**src/hw/fcsq_defines.svh**
```systemverilog
/*
 Timing counts, command codes and status bit positions for the flash command sequencer.
 Assumes inclusion by bare name from hw/; definitions only.
*/
`ifndef FCSQ_DEFINES_SVH
`define FCSQ_DEFINES_SVH

// Command codes
`define FCSQ_CMD_TWO_BYTE 8'hfb
`define FCSQ_CMD_ERASE_ALL 8'ha7
`define FCSQ_CMD_CONFIRM 8'hd0
`define FCSQ_CMD_READ_ARRAY 8'hff
`define FCSQ_CMD_WP_RESET 8'h47
`define FCSQ_CMD_WP_SET 8'h57
`define FCSQ_CMD_CLEAR_STATUS 8'h50
`define FCSQ_CMD_READ_STATUS 8'h70
// Confirm address of the protect sequences
`define FCSQ_WP_ADDR 10'h0ff
// Status byte fields
`define FCSQ_ST_READY 7
`define FCSQ_ST_SUSP 6
`define FCSQ_ST_ERASE_ERR 5
`define FCSQ_ST_WRITE_ERR 4
`define FCSQ_ST_SUPPLY_LOW 3
`define FCSQ_ST_MASK 8'hf8
// Bus timing, ns, and cycle counts at 10 ns
`define FCSQ_CLK_NS 10
`define FCSQ_T_WE_LOW_NS 110
`define FCSQ_T_WE_HIGH_NS 60
`define FCSQ_T_RD_NS 120
`define FCSQ_WE_LOW_CYC ((`FCSQ_T_WE_LOW_NS + `FCSQ_CLK_NS - 1) / `FCSQ_CLK_NS)
`define FCSQ_WE_HIGH_CYC ((`FCSQ_T_WE_HIGH_NS + `FCSQ_CLK_NS - 1) / `FCSQ_CLK_NS)
`define FCSQ_RD_CYC ((`FCSQ_T_RD_NS + `FCSQ_CLK_NS - 1) / `FCSQ_CLK_NS)
// Poll limit before giving up
`define FCSQ_POLL_MAX 20000000

`endif

```
**src/hw/fcsq_pkg.sv**
```systemverilog
/*
 Types for the flash command sequencer.
 Assumes nothing beyond a SystemVerilog compiler.
*/
package fcsq_pkg;
    // Operations taken at the user port
    typedef enum logic [2:0] {
        FCSQ_OP_TWO_BYTE = 3'h0,
        FCSQ_OP_ERASE_ALL = 3'h1,
        FCSQ_OP_WP_RESET = 3'h2,
        FCSQ_OP_WP_SET = 3'h3,
        FCSQ_OP_CLEAR = 3'h4,
        FCSQ_OP_READ_ARRAY = 3'h5,
        FCSQ_OP_STATUS = 3'h6
    } fcsq_op_type;

    // Sequencer states, one-hot
    typedef enum logic [5:0] {
        FCSQ_IDLE = 6'h01,
        FCSQ_LOAD = 6'h02,
        FCSQ_WLOW = 6'h04,
        FCSQ_WHIGH = 6'h08,
        FCSQ_POLL = 6'h10,
        FCSQ_DONE = 6'h20
    } fcsq_state_type;
endpackage

```
**src/hw/fcsq_host.sv**
```systemverilog
/*
 Host-side command sequencer for a clockless parallel flash: drives chip enable, output
 enable, write enable, address and data, and polls the status byte.
 Assumes the testbench resolves the data bus from o_dq_oe_n and samples i_dq at the pin.
*/
// Summary of operation
// - Two-byte write opens with FBH command
// - Poll ready bit, toggling enables per read
// - Erase all: A7H then D0H, poll busy
// - Clear error bits before next operation
// - Status check per write or per series
// - FFH returns device to array read
// - Protect reset 47H, D0H at 0FFH
// - Locked update: reset, erase, set, write
// - Supply low after erase: clear, retry
// - Interrupted erase: clear, reset, retry
`include "fcsq_defines.svh"
`timescale 1ns/10ps
module fcsq_host import fcsq_pkg::*; #(
    parameter int ADDR_W = 19,
    parameter int POLL_MAX = `FCSQ_POLL_MAX
) (
    input wire logic i_ref_clk,
    input wire logic i_nrst,
    // User side
    input wire logic i_req_valid,
    input wire fcsq_op_type i_req_op,
    input wire logic [ADDR_W-1:0] i_req_addr,
    input wire logic [7:0] i_req_first,
    input wire logic i_req_first_high,
    input wire logic [7:0] i_req_second,
    output logic o_req_ready,
    output logic o_done,
    output logic [7:0] o_status,
    output logic o_timeout,
    // Flash pins
    output logic o_ce_n,
    output logic o_oe_n,
    output logic o_we_n,
    output logic o_byte_sel,
    output logic [ADDR_W-1:0] o_addr,
    output logic [7:0] o_dq_out,
    output logic o_dq_oe_n,
    input wire logic [7:0] i_dq,
    input wire logic i_ready_busy_n,
    output logic o_reset_powerdown_n
);
    localparam int TW = 26;
    localparam logic [TW-1:0] WL_CYC = TW'(`FCSQ_WE_LOW_CYC);
    localparam logic [TW-1:0] WH_CYC = TW'(`FCSQ_WE_HIGH_CYC);
    localparam logic [TW-1:0] RD_CYC = TW'(`FCSQ_RD_CYC);

    fcsq_state_type state_q; // Sequencer state
    fcsq_op_type op_q; // Operation in progress
    logic [1:0] cyc_q; // Bus write cycle index
    logic [1:0] ncyc_q; // Write cycles for the op
    logic [ADDR_W-1:0] addr_q; // Target address
    logic [7:0] first_q; // First data byte
    logic [7:0] second_q; // Second data byte
    logic first_high_q; // Byte select of first byte
    logic rd_phase_q; // Poll: high when enables are low
    logic [TW-1:0] polls_q; // Poll attempts left
    logic [7:0] dq_s1_q; // Data synchroniser stage one
    logic [7:0] dq_s2_q; // Data synchroniser stage two
    logic t_load; // Reload strobe timer
    logic [TW-1:0] t_count; // Timer load value
    logic t_exp; // Timer finished
    logic [7:0] cyc_data; // Byte of the current write cycle
    logic [ADDR_W-1:0] cyc_addr; // Address of the current cycle
    logic cyc_sel; // Byte select of the current cycle

    fcsq_strobe_timer #(.WIDTH(TW)) u_timer (
        .i_ref_clk(i_ref_clk),
        .i_nrst(i_nrst),
        .i_load(t_load),
        .i_count(t_count),
        .o_expired(t_exp)
    );

    // Write cycles each operation issues
    function automatic logic [1:0] op_cycles(input fcsq_op_type op);
        case (op)
            FCSQ_OP_TWO_BYTE: op_cycles = 2'h3;
            FCSQ_OP_ERASE_ALL, FCSQ_OP_WP_RESET, FCSQ_OP_WP_SET: op_cycles = 2'h2;
            FCSQ_OP_STATUS: op_cycles = 2'h0;
            default: op_cycles = 2'h1;
        endcase
    endfunction

    // Operations that end in a busy poll
    function automatic logic op_polls(input fcsq_op_type op);
        op_polls = (op == FCSQ_OP_TWO_BYTE) || (op == FCSQ_OP_ERASE_ALL) ||
            (op == FCSQ_OP_WP_RESET) || (op == FCSQ_OP_WP_SET) || (op == FCSQ_OP_STATUS);
    endfunction

    // Pin data is asynchronous to our clock; two stages before use
    always_ff @(posedge i_ref_clk or negedge i_nrst) begin
        if (!i_nrst) begin
            dq_s1_q <= 8'h00;
            dq_s2_q <= 8'h00;
        end else begin
            dq_s1_q <= i_dq;
            dq_s2_q <= dq_s1_q;
        end
    end

    // Byte, address and select for each write cycle
    always_comb begin
        cyc_data = 8'h00;
        cyc_addr = '0;
        cyc_sel = 1'b0;
        case (op_q)
            FCSQ_OP_TWO_BYTE: begin
                if (cyc_q == 2'h0) begin
                    cyc_data = `FCSQ_CMD_TWO_BYTE;
                end else if (cyc_q == 2'h1) begin
                    cyc_data = first_q;
                    cyc_sel = first_high_q;
                end else begin
                    cyc_data = second_q;
                    cyc_addr = addr_q;
                    cyc_sel = ~first_high_q;
                end
            end
            FCSQ_OP_ERASE_ALL: begin
                cyc_data = (cyc_q == 2'h0) ? `FCSQ_CMD_ERASE_ALL : `FCSQ_CMD_CONFIRM;
            end
            FCSQ_OP_WP_RESET, FCSQ_OP_WP_SET: begin
                if (cyc_q == 2'h0) begin
                    cyc_data = (op_q == FCSQ_OP_WP_RESET) ? `FCSQ_CMD_WP_RESET
                        : `FCSQ_CMD_WP_SET;
                end else begin
                    cyc_data = `FCSQ_CMD_CONFIRM;
                    cyc_addr = ADDR_W'(`FCSQ_WP_ADDR);
                end
            end
            FCSQ_OP_CLEAR: cyc_data = `FCSQ_CMD_CLEAR_STATUS;
            default: cyc_data = `FCSQ_CMD_READ_ARRAY;
        endcase
    end

    // Timer reload on each strobe phase change
    always_comb begin
        t_load = 1'b0;
        t_count = WL_CYC;
        case (state_q)
            FCSQ_LOAD: begin
                t_load = 1'b1;
                t_count = (ncyc_q == 2'h0) ? RD_CYC : WL_CYC;
            end
            FCSQ_WLOW: begin
                t_load = t_exp;
                t_count = WH_CYC;
            end
            FCSQ_WHIGH: begin
                t_load = t_exp;
                t_count = (cyc_q + 2'h1 == ncyc_q) ? RD_CYC : WL_CYC;
            end
            FCSQ_POLL: begin
                t_load = t_exp;
                t_count = RD_CYC;
            end
            default: begin
                t_load = 1'b0;
            end
        endcase
    end

    // Main sequencer; requests only accepted in idle, so none while busy
    always_ff @(posedge i_ref_clk or negedge i_nrst) begin
        if (!i_nrst) begin
            state_q <= FCSQ_IDLE;
            op_q <= FCSQ_OP_READ_ARRAY;
            cyc_q <= 2'h0;
            ncyc_q <= 2'h0;
            addr_q <= '0;
            first_q <= 8'h00;
            second_q <= 8'h00;
            first_high_q <= 1'b0;
            rd_phase_q <= 1'b0;
            polls_q <= '0;
        end else begin
            case (state_q)
                FCSQ_IDLE: begin
                    if (i_req_valid) begin
                        op_q <= i_req_op;
                        addr_q <= i_req_addr;
                        first_q <= i_req_first;
                        second_q <= i_req_second;
                        first_high_q <= i_req_first_high;
                        ncyc_q <= op_cycles(i_req_op);
                        cyc_q <= 2'h0;
                        state_q <= FCSQ_LOAD;
                    end
                end
                FCSQ_LOAD: begin
                    polls_q <= TW'(POLL_MAX);
                    rd_phase_q <= 1'b1;
                    state_q <= (ncyc_q == 2'h0) ? FCSQ_POLL : FCSQ_WLOW;
                end
                FCSQ_WLOW: begin
                    if (t_exp) begin
                        state_q <= FCSQ_WHIGH;
                    end
                end
                FCSQ_WHIGH: begin
                    if (t_exp) begin
                        if (cyc_q + 2'h1 == ncyc_q) begin
                            rd_phase_q <= 1'b1;
                            state_q <= op_polls(op_q) ? FCSQ_POLL : FCSQ_DONE;
                        end else begin
                            cyc_q <= cyc_q + 2'h1;
                            state_q <= FCSQ_WLOW;
                        end
                    end
                end
                FCSQ_POLL: begin
                    // Each read ends with enables high so the status refreshes
                    if (t_exp) begin
                        rd_phase_q <= ~rd_phase_q;
                        if (rd_phase_q) begin
                            polls_q <= polls_q - 1'b1;
                            if (dq_s2_q[`FCSQ_ST_READY] || polls_q == '0) begin
                                state_q <= FCSQ_DONE;
                            end
                        end
                    end
                end
                FCSQ_DONE: state_q <= FCSQ_IDLE;
                default: state_q <= FCSQ_IDLE;
            endcase
        end
    end

    // Result: masked status byte of the last poll, and timeout flag
    always_ff @(posedge i_ref_clk or negedge i_nrst) begin
        if (!i_nrst) begin
            o_status <= 8'h00;
            o_timeout <= 1'b0;
        end else if (state_q == FCSQ_LOAD) begin
            o_timeout <= 1'b0;
            o_status <= 8'h00;
        end else if (state_q == FCSQ_POLL && t_exp && rd_phase_q) begin
            // Error bits go to the user who decides recovery
            o_status <= dq_s2_q & `FCSQ_ST_MASK;
            o_timeout <= !dq_s2_q[`FCSQ_ST_READY] && polls_q == '0;
        end
    end

    // Pin drivers registered for glitch-free strobes
    always_ff @(posedge i_ref_clk or negedge i_nrst) begin
        if (!i_nrst) begin
            o_ce_n <= 1'b1;
            o_oe_n <= 1'b1;
            o_we_n <= 1'b1;
            o_dq_oe_n <= 1'b1;
            o_addr <= '0;
            o_byte_sel <= 1'b0;
            o_dq_out <= 8'h00;
        end else begin
            o_we_n <= !((state_q == FCSQ_LOAD && ncyc_q != 2'h0) ||
                (state_q == FCSQ_WLOW && !t_exp) ||
                (state_q == FCSQ_WHIGH && t_exp && cyc_q + 2'h1 != ncyc_q));
            o_oe_n <= !(state_q == FCSQ_POLL && rd_phase_q && !t_exp);
            o_ce_n <= (state_q == FCSQ_IDLE) || (state_q == FCSQ_DONE) ||
                (state_q == FCSQ_POLL && !(rd_phase_q && !t_exp));
            o_dq_oe_n <= !(state_q == FCSQ_LOAD && ncyc_q != 2'h0 ||
                state_q == FCSQ_WLOW || state_q == FCSQ_WHIGH);
            o_addr <= cyc_addr;
            o_byte_sel <= cyc_sel;
            o_dq_out <= cyc_data;
        end
    end

    // Device stays out of power-down while the host runs
    assign o_reset_powerdown_n = i_nrst;
    assign o_req_ready = (state_q == FCSQ_IDLE);
    assign o_done = (state_q == FCSQ_DONE);

    // Write strobe never low while output enable is low
    chk_strobe_excl: assert property (@(posedge i_ref_clk) disable iff (!i_nrst)
        !(!o_we_n && !o_oe_n))
        else $error("write and output enable low together");

    // A poll read is followed by chip enable high before the next
    chk_poll_toggle: assert property (@(posedge i_ref_clk) disable iff (!i_nrst)
        $rose(o_oe_n) && state_q == FCSQ_POLL |-> o_ce_n)
        else $error("chip enable not toggled between polls");

    // Two-byte first cycle carries the opening command
    chk_two_byte_cmd: assert property (@(posedge i_ref_clk) disable iff (!i_nrst)
        state_q == FCSQ_WLOW && op_q == FCSQ_OP_TWO_BYTE && cyc_q == 2'h0
        |-> ##1 o_dq_out == 8'hfb)
        else $error("two-byte command code wrong");

    // Second data byte uses inverted select
    chk_sel_invert: assert property (@(posedge i_ref_clk) disable iff (!i_nrst)
        state_q == FCSQ_WLOW && op_q == FCSQ_OP_TWO_BYTE && cyc_q == 2'h2
        |-> ##1 o_byte_sel == !first_high_q && o_dq_out == second_q)
        else $error("second byte select not inverted");

    // First data byte uses requested select
    chk_sel_first: assert property (@(posedge i_ref_clk) disable iff (!i_nrst)
        state_q == FCSQ_WLOW && op_q == FCSQ_OP_TWO_BYTE && cyc_q == 2'h1
        |-> ##1 o_byte_sel == first_high_q)
        else $error("first byte select wrong");

    // Protect reset confirm at the fixed address
    chk_wp_addr: assert property (@(posedge i_ref_clk) disable iff (!i_nrst)
        state_q == FCSQ_WLOW && op_q == FCSQ_OP_WP_RESET && cyc_q == 2'h1
        |-> ##1 o_addr == ADDR_W'(10'h0ff) && o_dq_out == 8'hd0)
        else $error("protect confirm address wrong");

    // Erase all sends A7 then D0
    chk_erase_cmd: assert property (@(posedge i_ref_clk) disable iff (!i_nrst)
        state_q == FCSQ_WLOW && op_q == FCSQ_OP_ERASE_ALL
        |-> ##1 o_dq_out == ((cyc_q == 2'h0) ? 8'ha7 : 8'hd0))
        else $error("erase all command wrong");

    // No request taken while busy: captured request frozen outside idle
    chk_no_accept_busy: assert property (@(posedge i_ref_clk) disable iff (!i_nrst)
        state_q != FCSQ_IDLE |=> $stable(op_q) && $stable(addr_q))
        else $error("request taken while sequence runs");

    // Read array sends FF
    chk_read_array: assert property (@(posedge i_ref_clk) disable iff (!i_nrst)
        state_q == FCSQ_WLOW && op_q == FCSQ_OP_READ_ARRAY |-> ##1 o_dq_out == 8'hff)
        else $error("read array code wrong");
endmodule

```
**src/hw/fcsq_strobe_timer.sv**
```systemverilog
/*
 Down-counter giving the pulse widths of the flash strobes.
 Assumes a load pulse from the sequencer in the same clock domain.
*/
`timescale 1ns/10ps
module fcsq_strobe_timer import fcsq_pkg::*; #(
    parameter int WIDTH = 26
) (
    input wire logic i_ref_clk,
    input wire logic i_nrst,
    input wire logic i_load,
    input wire logic [WIDTH-1:0] i_count,
    output logic o_expired
);
    logic [WIDTH-1:0] cnt_q; // Cycles left

    // Load wins; otherwise count down to zero
    always_ff @(posedge i_ref_clk or negedge i_nrst) begin
        if (!i_nrst) begin
            cnt_q <= '0;
        end else if (i_load) begin
            cnt_q <= i_count;
        end else if (cnt_q != '0) begin
            cnt_q <= cnt_q - 1'b1;
        end
    end

    // Expired once the count sits at zero; not gated by the load, since the
    // sequencer derives its reload from this flag and a gate would loop back
    assign o_expired = (cnt_q == '0);
endmodule

```
**config.mk**
```make
export PLATFORM = sky130hd
export DESIGN_NAME = fcsq_host
export DESIGN_NICKNAME = d
export VERILOG_FILES = /design/src/hw/fcsq_pkg.sv /design/src/hw/fcsq_host.sv /design/src/hw/fcsq_strobe_timer.sv
export VERILOG_INCLUDE_DIRS = /design/src /design/src/hw
export SDC_FILE = /design/constraint.sdc
export NUM_CORES = 1
export LEC_CHECK = 0
export ABC_AREA = 1
export BUFFER_PORTS_ARGS = -buffer_cell sky130_fd_sc_hd__clkbuf_2
export CORE_AREA = 2 2 120 122
export CTS_BUF_LIST = sky130_fd_sc_hd__clkbuf_4
export DETAILED_ROUTE_END_ITERATION = 8
export DIE_AREA = 0 0 122 124
export PLACE_DENSITY = 0.77
export SLEW_MARGIN = 40
export SYNTH_ARGS = -nofsm -noshare
export SYNTH_HDL_FRONTEND = slang
export SYNTH_SLANG_ARGS = --single-unit
```
**constraint.sdc**
```tcl
create_clock -name i_ref_clk -period 1.9 [get_ports i_ref_clk]
set_input_delay 0.38 -clock i_ref_clk [delete_from_list [all_inputs] [get_ports i_ref_clk]]
set_output_delay 0.38 -clock i_ref_clk [all_outputs]
set_load 0.005 [all_outputs]
```
Yosys cells after proc, flatten, opt, wreduce, memory -nomap -nowiden --
Cells that the tools add are included.
Storage, ports and cells: word-level logic and storage cells 147, input port bits 51, register bits 159
Operators by class: eq/ne operators 26, $add $sub $neg 3, bitwise operators 2, reductions and logical operators 49, mux-type cells 45
Operators by type and width (count):
- 26-bit 2-to-1 mux | 4
- 26-bit zero test | 2
- 26-bit one-hot mux with 2 select lines | 1
- 26-bit by 1-bit subtractor with 26-bit output, second input constant | 2
- 6-bit 2-to-1 mux | 8
- 8-bit 2-to-1 mux | 6
- 19-bit 2-to-1 mux | 2
- 19-bit one-hot mux with 2 select lines | 1
- 8-bit one-hot mux with 4 select lines | 1
- 6-bit one-hot mux with 5 select lines | 1
- 26-bit nonzero test | 1
- 2-bit inequality test, second input constant | 8
- 4-bit one-hot mux with 4 select lines | 1
- 3-bit by 2-bit equality test with 1-bit output, second input constant | 4
- 1-bit logical AND | 11
- 1-bit logical OR | 11
- 5-bit 2-to-1 mux | 2
- 2-bit nonzero test | 5
- 3-bit equality test, second input constant | 3
- 1-bit 2-to-1 mux | 8
- 4-bit AND reduction | 2
- 7-bit 2-to-1 mux | 1
- 3-bit by 1-bit equality test with 1-bit output, second input constant | 2
- 6-bit by 1-bit equality test with 1-bit output, second input constant | 1
- 25 further kinds | 37

Logic depth before layout (Yosys ltp) --
depth in word-level cells 9, gate-level depth with buffers 13, gate-level depth less buffers 12

Modules after synthesis --
Synthesis repeated with hierarchy kept, for this count alone.
Second synthesis, totals: cell total of the unflattened synthesis 955, area total of the unflattened synthesis 7527.2 µm²
Modules (own cells, without submodules):
- fcsq_host | cells each 678, instances 1, area each 5615.4 µm²
- fcsq_strobe_timer | cells each 277, instances 1, area each 1911.8 µm²

Worst setup path before layout --
OpenSTA, ideal clock, no wires.
path type register to register, from reg u_timer.cnt_q[0], to reg o_status[3], period minus slack after synthesis 1.787 ns, slack 0.113 ns, arrival time 1.670 ns, path buffers 1, stages on the path, launching flop included 13, data required time 1.783 ns, cell sequence dfrtp_1 > inv_1 > ha_1 > nand2_2 > nor2_2 > nand2_2 > nor2_4 > nand3_2 > nand2_2 > inv_2 > buf_4 > nand2_1 > nand2_1
Between the ends: cells in the longest elaborated chain, start to end 4
Ends and longest elaborated chain:
- start: declaration | RTL line fcsq_strobe_timer.sv:15 | logic [WIDTH-1:0] cnt_q;
- start signal: assignment | RTL line fcsq_strobe_timer.sv:22 | cnt_q <= i_count;
- start signal: assignment | RTL line fcsq_strobe_timer.sv:24 | cnt_q <= cnt_q - 1'b1;
- 26-bit zero test | RTL line fcsq_strobe_timer.sv:30 | assign o_expired = (cnt_q == '0);
- 1-bit logical AND (2 in a row) | RTL line fcsq_host.sv:243 | end else if (state_q == FCSQ_POLL && t_exp && rd_phase_q) begin
- 2-bit nonzero test (no line)
- end signal: assignment | RTL line fcsq_host.sv:245 | o_status <= dq_s2_q & `FCSQ_ST_MASK;
- end: declaration | RTL line fcsq_host.sv:34 | output logic [7:0] o_status,
Every way passes these cells. A chain may end at the register's enable or synchronous reset.

Worst setup path after layout --
from reg state_q[0], to out o_req_ready
Between the ends: cells in the longest elaborated chain, start to end 1
Ends and longest elaborated chain:
- start: declaration | RTL line fcsq_host.sv:53 | fcsq_state_type state_q;
- start signal: assignment | RTL line fcsq_host.sv:199 | state_q <= (ncyc_q == 2'h0) ? FCSQ_POLL : FCSQ_WLOW;
- start signal: assignment | RTL line fcsq_host.sv:210 | state_q <= op_polls(op_q) ? FCSQ_POLL : FCSQ_DONE;
- 6-bit by 1-bit equality test with 1-bit output | RTL line fcsq_host.sv:277 | assign o_req_ready = (state_q == FCSQ_IDLE);
- end: declaration | RTL line fcsq_host.sv:32 | output logic o_req_ready,
Every way passes these cells.

==> run_results.csv <==
group,metric,value,unit
worst_hold_path,hold_end,"first_q[1]$_DFFE_PN0P_",
final_layout,syn2layout_area_growth,23.38,%
sta,fin_tns_setup,-0.07079,ns
routing,drt.antenna.violating_nets,0,
yosys,synth.yosys.warnings,0,
critical_path,worst-endpoint-arrival,1.57,ns
yosys,synth.avg_cell_area,7.925,sq um
sta,setup_viol_count_final,2,
final_layout,fillerInstances,1110,
critical_path,number_of_buffers_and_inverters_on_the_critical_path,3,
final_layout,fin_nets,1147,
routing,wl_per_cell,13.52,um
yosys,postSynth.asyncResetShare,100.0,%
yosys,post-synth-top-area-cell,"sky130_fd_sc_hd__dfrtp_1",
worst_hold_path,timing.hold.worst.start,"i_req_first[1]",
critical_path,timing.critical_path.slowest_stage_cell,"sky130_fd_sc_hd__dfstp_2",
routing,vias_per_cell,5.047,
die,floorplan.initialDensity,53.61,%
clock_tree,clk_buf_depth,2,
yosys,post_synth_fa_ha_maj_area_fraction,0.6805,%
clock_tree,clock_tree.root_cell,"sky130_fd_sc_hd__clkbuf_4",
routing,drt_iter0_markers,474,
critical_path,worstSetupPathType,"reg2out",
critical_path,crit_path_frequent_cell,"sky130_fd_sc_hd__buf_6",
critical_path,start_kind,"register",
sta,fmaxAchievable,512.3,MHz
sta,worst_hold_slack_after_final_layout,0.04556,ns
final_layout,finish.cell_count_without_fillers,1286,
yosys,synthXorXnorAreaFrac,3.454,%
yosys,synth_seq_cells,150,
clock_tree,cts_tree,"yes",
critical_path,path_max_fanout,2,
die,floorplan.core_area,13720,sq um
critical_path,slowest_delay,0.56,ns
global_route,grt_max_degree,91,
die,floorplan.io_pins,95,
routing,num_vias,6490,
place,gpl.final_weighted_congestion,0.8886,
job,cap_violations,0,
routing,detailed_router_iteration_count_before_antenna_repair,5,
sta,final_setup_skew,0.02083,ns
run_status,failed_checks,"negative setup slack",
critical_path,cp_data_required_time,1.52,ns
run_status,run_status,"finished with violations",
critical_path,reg2reg_setup_slack,0.07,ns
global_route,grt.overflow.total,0,
routing,finalWirelength,17380,um
place,dp_hpwl,11380,um
yosys,synth_top_family_by_area,"simple AND/OR/NAND/NOR gates",
yosys,netlist-cell-type-count,42,
place,placed_cells_incl_taps,1195,
global_route,track_usage,24.29,%
yosys,synth_area_leaders,"sky130_fd_sc_hd__dfrtp_1 49%, sky130_fd_sc_hd__nand2_1 16%, sky130_fd_sc_hd__nor2_1 7.5%",
power_and_ir_drop,power.density,1379,nW/um^2
sta,timing.final.crit_share,102.7,%
yosys,synth.mux.area_fraction,0,%
clock_tree,clock_insertion_delay_worst_skew,0.57,ns
sta,finalWorstSetupSlack,-0.05184,ns
critical_path,worst-r2r-cell-count,12,
die,die_area,15130,sq um
sta,final_hold_viol_count,0,
final_layout,final_layout_size_suffix_gt1_share,20.36,%
power_and_ir_drop,leakagePower,0.004662,uW
global_route,number_of_antenna_violations_at_the_first_check_in_global_routing,1,
global_route,grt_pass1_vias,6231,
power_and_ir_drop,worst_ir_drop_vdd,0.7826,mV
worst_hold_path,min_path_type,"in2reg",
yosys,netlist_area,7355,sq um
yosys,dominant_synthesized_flop_cell,"sky130_fd_sc_hd__dfrtp_1",
critical_path,worst_setup_path_end_kind,"primary output",
sta,max_slew_violation_total_from_the_final_report,0,
clock_tree,htree_levels,4,
routing,drt_drc_violations_left,0,
final_layout,utilization,66.14,%
die,dieHeight,124,um
yosys,synth_simple_gate_area_share,33.92,%
sta,maxSlewHeadroom,64.35,%
clock_tree,number_of_buffers_created_by_cts,17,
critical_path,timing.rr.end,"polls_q[20]$_DFFE_PN0P_",
yosys,synth-edff-count,0,
sta,grt_setup_unrepaired,"true",
sta,tightestPinTransition,0.5342,ns
die,rows,43,
place,buffer_ports.inserted,87,
yosys,share_of_the_synthesized_area_in_compound_gates_ao_oa_aoi_oai,4.593,%
clock_tree,clock_sink_count,150,
global_route,first_pass_grt_wire_length,28770,um
yosys,synth_largest_type_area_fraction,48.66,%
final_layout,area.sequential,3765,sq um
sta,finalCriticalPeriod,1.952,ns
critical_path,worst_r2r_startpoint,"u_timer.cnt_q[0]$_DFFE_PN0P_",
clock_tree,clock_edge_transition_at_the_registers_on_the_reported_setup_and_hold_paths,0.13,ns
yosys,synth_cells,928,
yosys,synth_sequential_area_ratio,51.16,%
critical_path,critical_path.cell_chain,"inv_2, nor3_4, buf_6, buf_6",
final_layout,multiInputGateArea,3229,sq um
worst_hold_path,holdPathStages,3,
die,die-width,122,um
critical_path,crit_family,"flip-flops",
==> cells in the final DEF (no fill, tap or decap), drive strengths merged, types with 2 or more instances in the layout <==
cell | synthesis | final
a21oi | 3 | 3
and2 | 2 | 2
buf | 24 | 48
bufinv | 0 | 3
clkbuf | 7 | 103
clkinv | 1 | 4
clkinvlp | 0 | 4
conb | 1 | 3
dfrtp | 143 | 143
dfstp | 7 | 7
dlygate4sd3 | 0 | 41
ha | 4 | 4
inv | 65 | 69
nand2 | 326 | 326
nand3 | 75 | 75
nand4 | 9 | 9
nor2 | 155 | 155
nor3 | 5 | 5
nor3b | 11 | 11
o211ai | 3 | 3
o21ai | 43 | 43
or2 | 6 | 6
xnor2 | 9 | 9
xor2 | 20 | 20
==> state kept, by name (all words and copies together) (netlist names), 2 cells and up <==
signal / flops
ncyc_q: 2
o_status: 5
addr_q: 19
dq_s2_q: 5
o_dq_out: 8
op_q: 3
dq_s1_q: 5
second_q: 8
cyc_q: 2
state_q: 6
polls_q: 26
first_q: 8
u_timer.cnt_q: 26
o_addr: 19
==> cell type report <==
| class | instances | area share [%] |
|---|---|---|
| diodes | 1 | 0.02758 |
| clock inverters | 14 | 1.917 |
| inverters | 66 | 2.841 |
| multi-input cells | 683 | 35.59 |
| clock buffers | 18 | 1.489 |
| flip-flops and latches | 150 | 41.49 |
| well taps | 180 | 2.482 |
| repair buffers | 174 | 14.16 |
==> stage by stage <==
step                      total power [uW]  instance area, sq um  setup WS, ns
after floorplan                       8383                  7362        0.1127
after global placement                9622                  8068       0.05276
after detailed placement              9784                  8068      0.007120
after CTS                            12190                  8875       -0.1447
after global routing                 13600                  9074       -0.1515
final                                12510                  9074      -0.05184
==> layer usage <==
layer  vias to the layer above  track usage [%]  wire, um
met5                         -                0         0
met4                         0            9.555       308
met3                        29            5.632       844
met2                       175            38.79      8637
met1                      3038            32.35      7590
li1                       3248                -         -
==> kinds of logic after synthesis <==
group	count (synthesis)
XOR/XNOR	29
flip-flops	150
buffers and inverters	97
adder cells (fa/ha/maj)	4
AND/OR/NAND/NOR	590
AO/OA/AOI/OAI	57
other	1
==> where the power goes <==
| group | switching, uW | internal, uW | total (uW) | leakage, uW |
|---|---|---|---|---|
| clock network | 1190 | 938 | 2120 | 0.000153 |
| logic | 3230 | 2200 | 5430 | 0.00261 |
| registers | 737 | 4220 | 4950 | 0.00190 |
==> synth_stat cells (2+ instances only) <==
master and n:
sky130_fd_sc_hd__buf_2 10, sky130_fd_sc_hd__nand4_1 8, sky130_fd_sc_hd__nand2_1 319, sky130_fd_sc_hd__nor3b_1 11, sky130_fd_sc_hd__o211ai_1 3, sky130_fd_sc_hd__nor2_1 146, sky130_fd_sc_hd__o21ai_2 6, sky130_fd_sc_hd__inv_2 5
sky130_fd_sc_hd__buf_4 8, sky130_fd_sc_hd__nor2_2 7, sky130_fd_sc_hd__nand2_4 2, sky130_fd_sc_hd__and2_1 2, sky130_fd_sc_hd__buf_6 6, sky130_fd_sc_hd__or2_2 6, sky130_fd_sc_hd__o21ai_1 3, sky130_fd_sc_hd__nor3_1 4
sky130_fd_sc_hd__nor2_4 2, sky130_fd_sc_hd__nand2_2 5, sky130_fd_sc_hd__a21oi_1 3, sky130_fd_sc_hd__o21ai_0 34, sky130_fd_sc_hd__dfrtp_1 143, sky130_fd_sc_hd__nand3_2 3, sky130_fd_sc_hd__ha_1 4, sky130_fd_sc_hd__xnor2_1 9
sky130_fd_sc_hd__dfstp_2 7, sky130_fd_sc_hd__clkbuf_1 7, sky130_fd_sc_hd__nand3_1 72, sky130_fd_sc_hd__xor2_1 20, sky130_fd_sc_hd__inv_1 60
==> timing repair <==
item	CTS	global route
hold buffers	40	1
pin swaps	4	8
gates resized for setup	8	30
hold endpoints to repair	181	1
buffers inserted	9	7
cloned	0	0
setup endpoints to repair	17	92
==> worst register-to-register path, stage by stage, from the launching register on <==
cell and delay [ns]:
sky130_fd_sc_hd__dfrtp_1 0.41, sky130_fd_sc_hd__inv_1 0.09, sky130_fd_sc_hd__ha_2 0.19, sky130_fd_sc_hd__nand2_2 0.10, sky130_fd_sc_hd__nor2_4 0.15, sky130_fd_sc_hd__nand2_2 0.07, sky130_fd_sc_hd__nor2_4 0.13, sky130_fd_sc_hd__nand3_2 0.12
sky130_fd_sc_hd__nand2_4 0.13, sky130_fd_sc_hd__buf_12 0.15, sky130_fd_sc_hd__nand2_1 0.06, sky130_fd_sc_hd__nand2_1 0.07, sky130_fd_sc_hd__nand3_1 0.06
==> worst max path at each step <==
stage                            startpoint                       to  cells after the start
3_3_place_gp   u_timer.cnt_q[1]$_DFFE_PN0P_  polls_q[19]$_DFFE_PN0P_                     11
2_1_floorplan  u_timer.cnt_q[0]$_DFFE_PN0P_  o_status[3]$_DFFE_PN0P_                     12
3_5_place_dp   u_timer.cnt_q[1]$_DFFE_PN0P_  polls_q[25]$_DFFE_PN0P_                     11
5_1_grt              state_q[3]$_DFFE_PN0P_              o_req_ready                      5
6_report             state_q[0]$_DFFE_PN1P_              o_req_ready                      4
4_1_cts              state_q[2]$_DFFE_PN0P_              o_req_ready                      5
No activity file was read; power rests on OpenSTA's default activity.
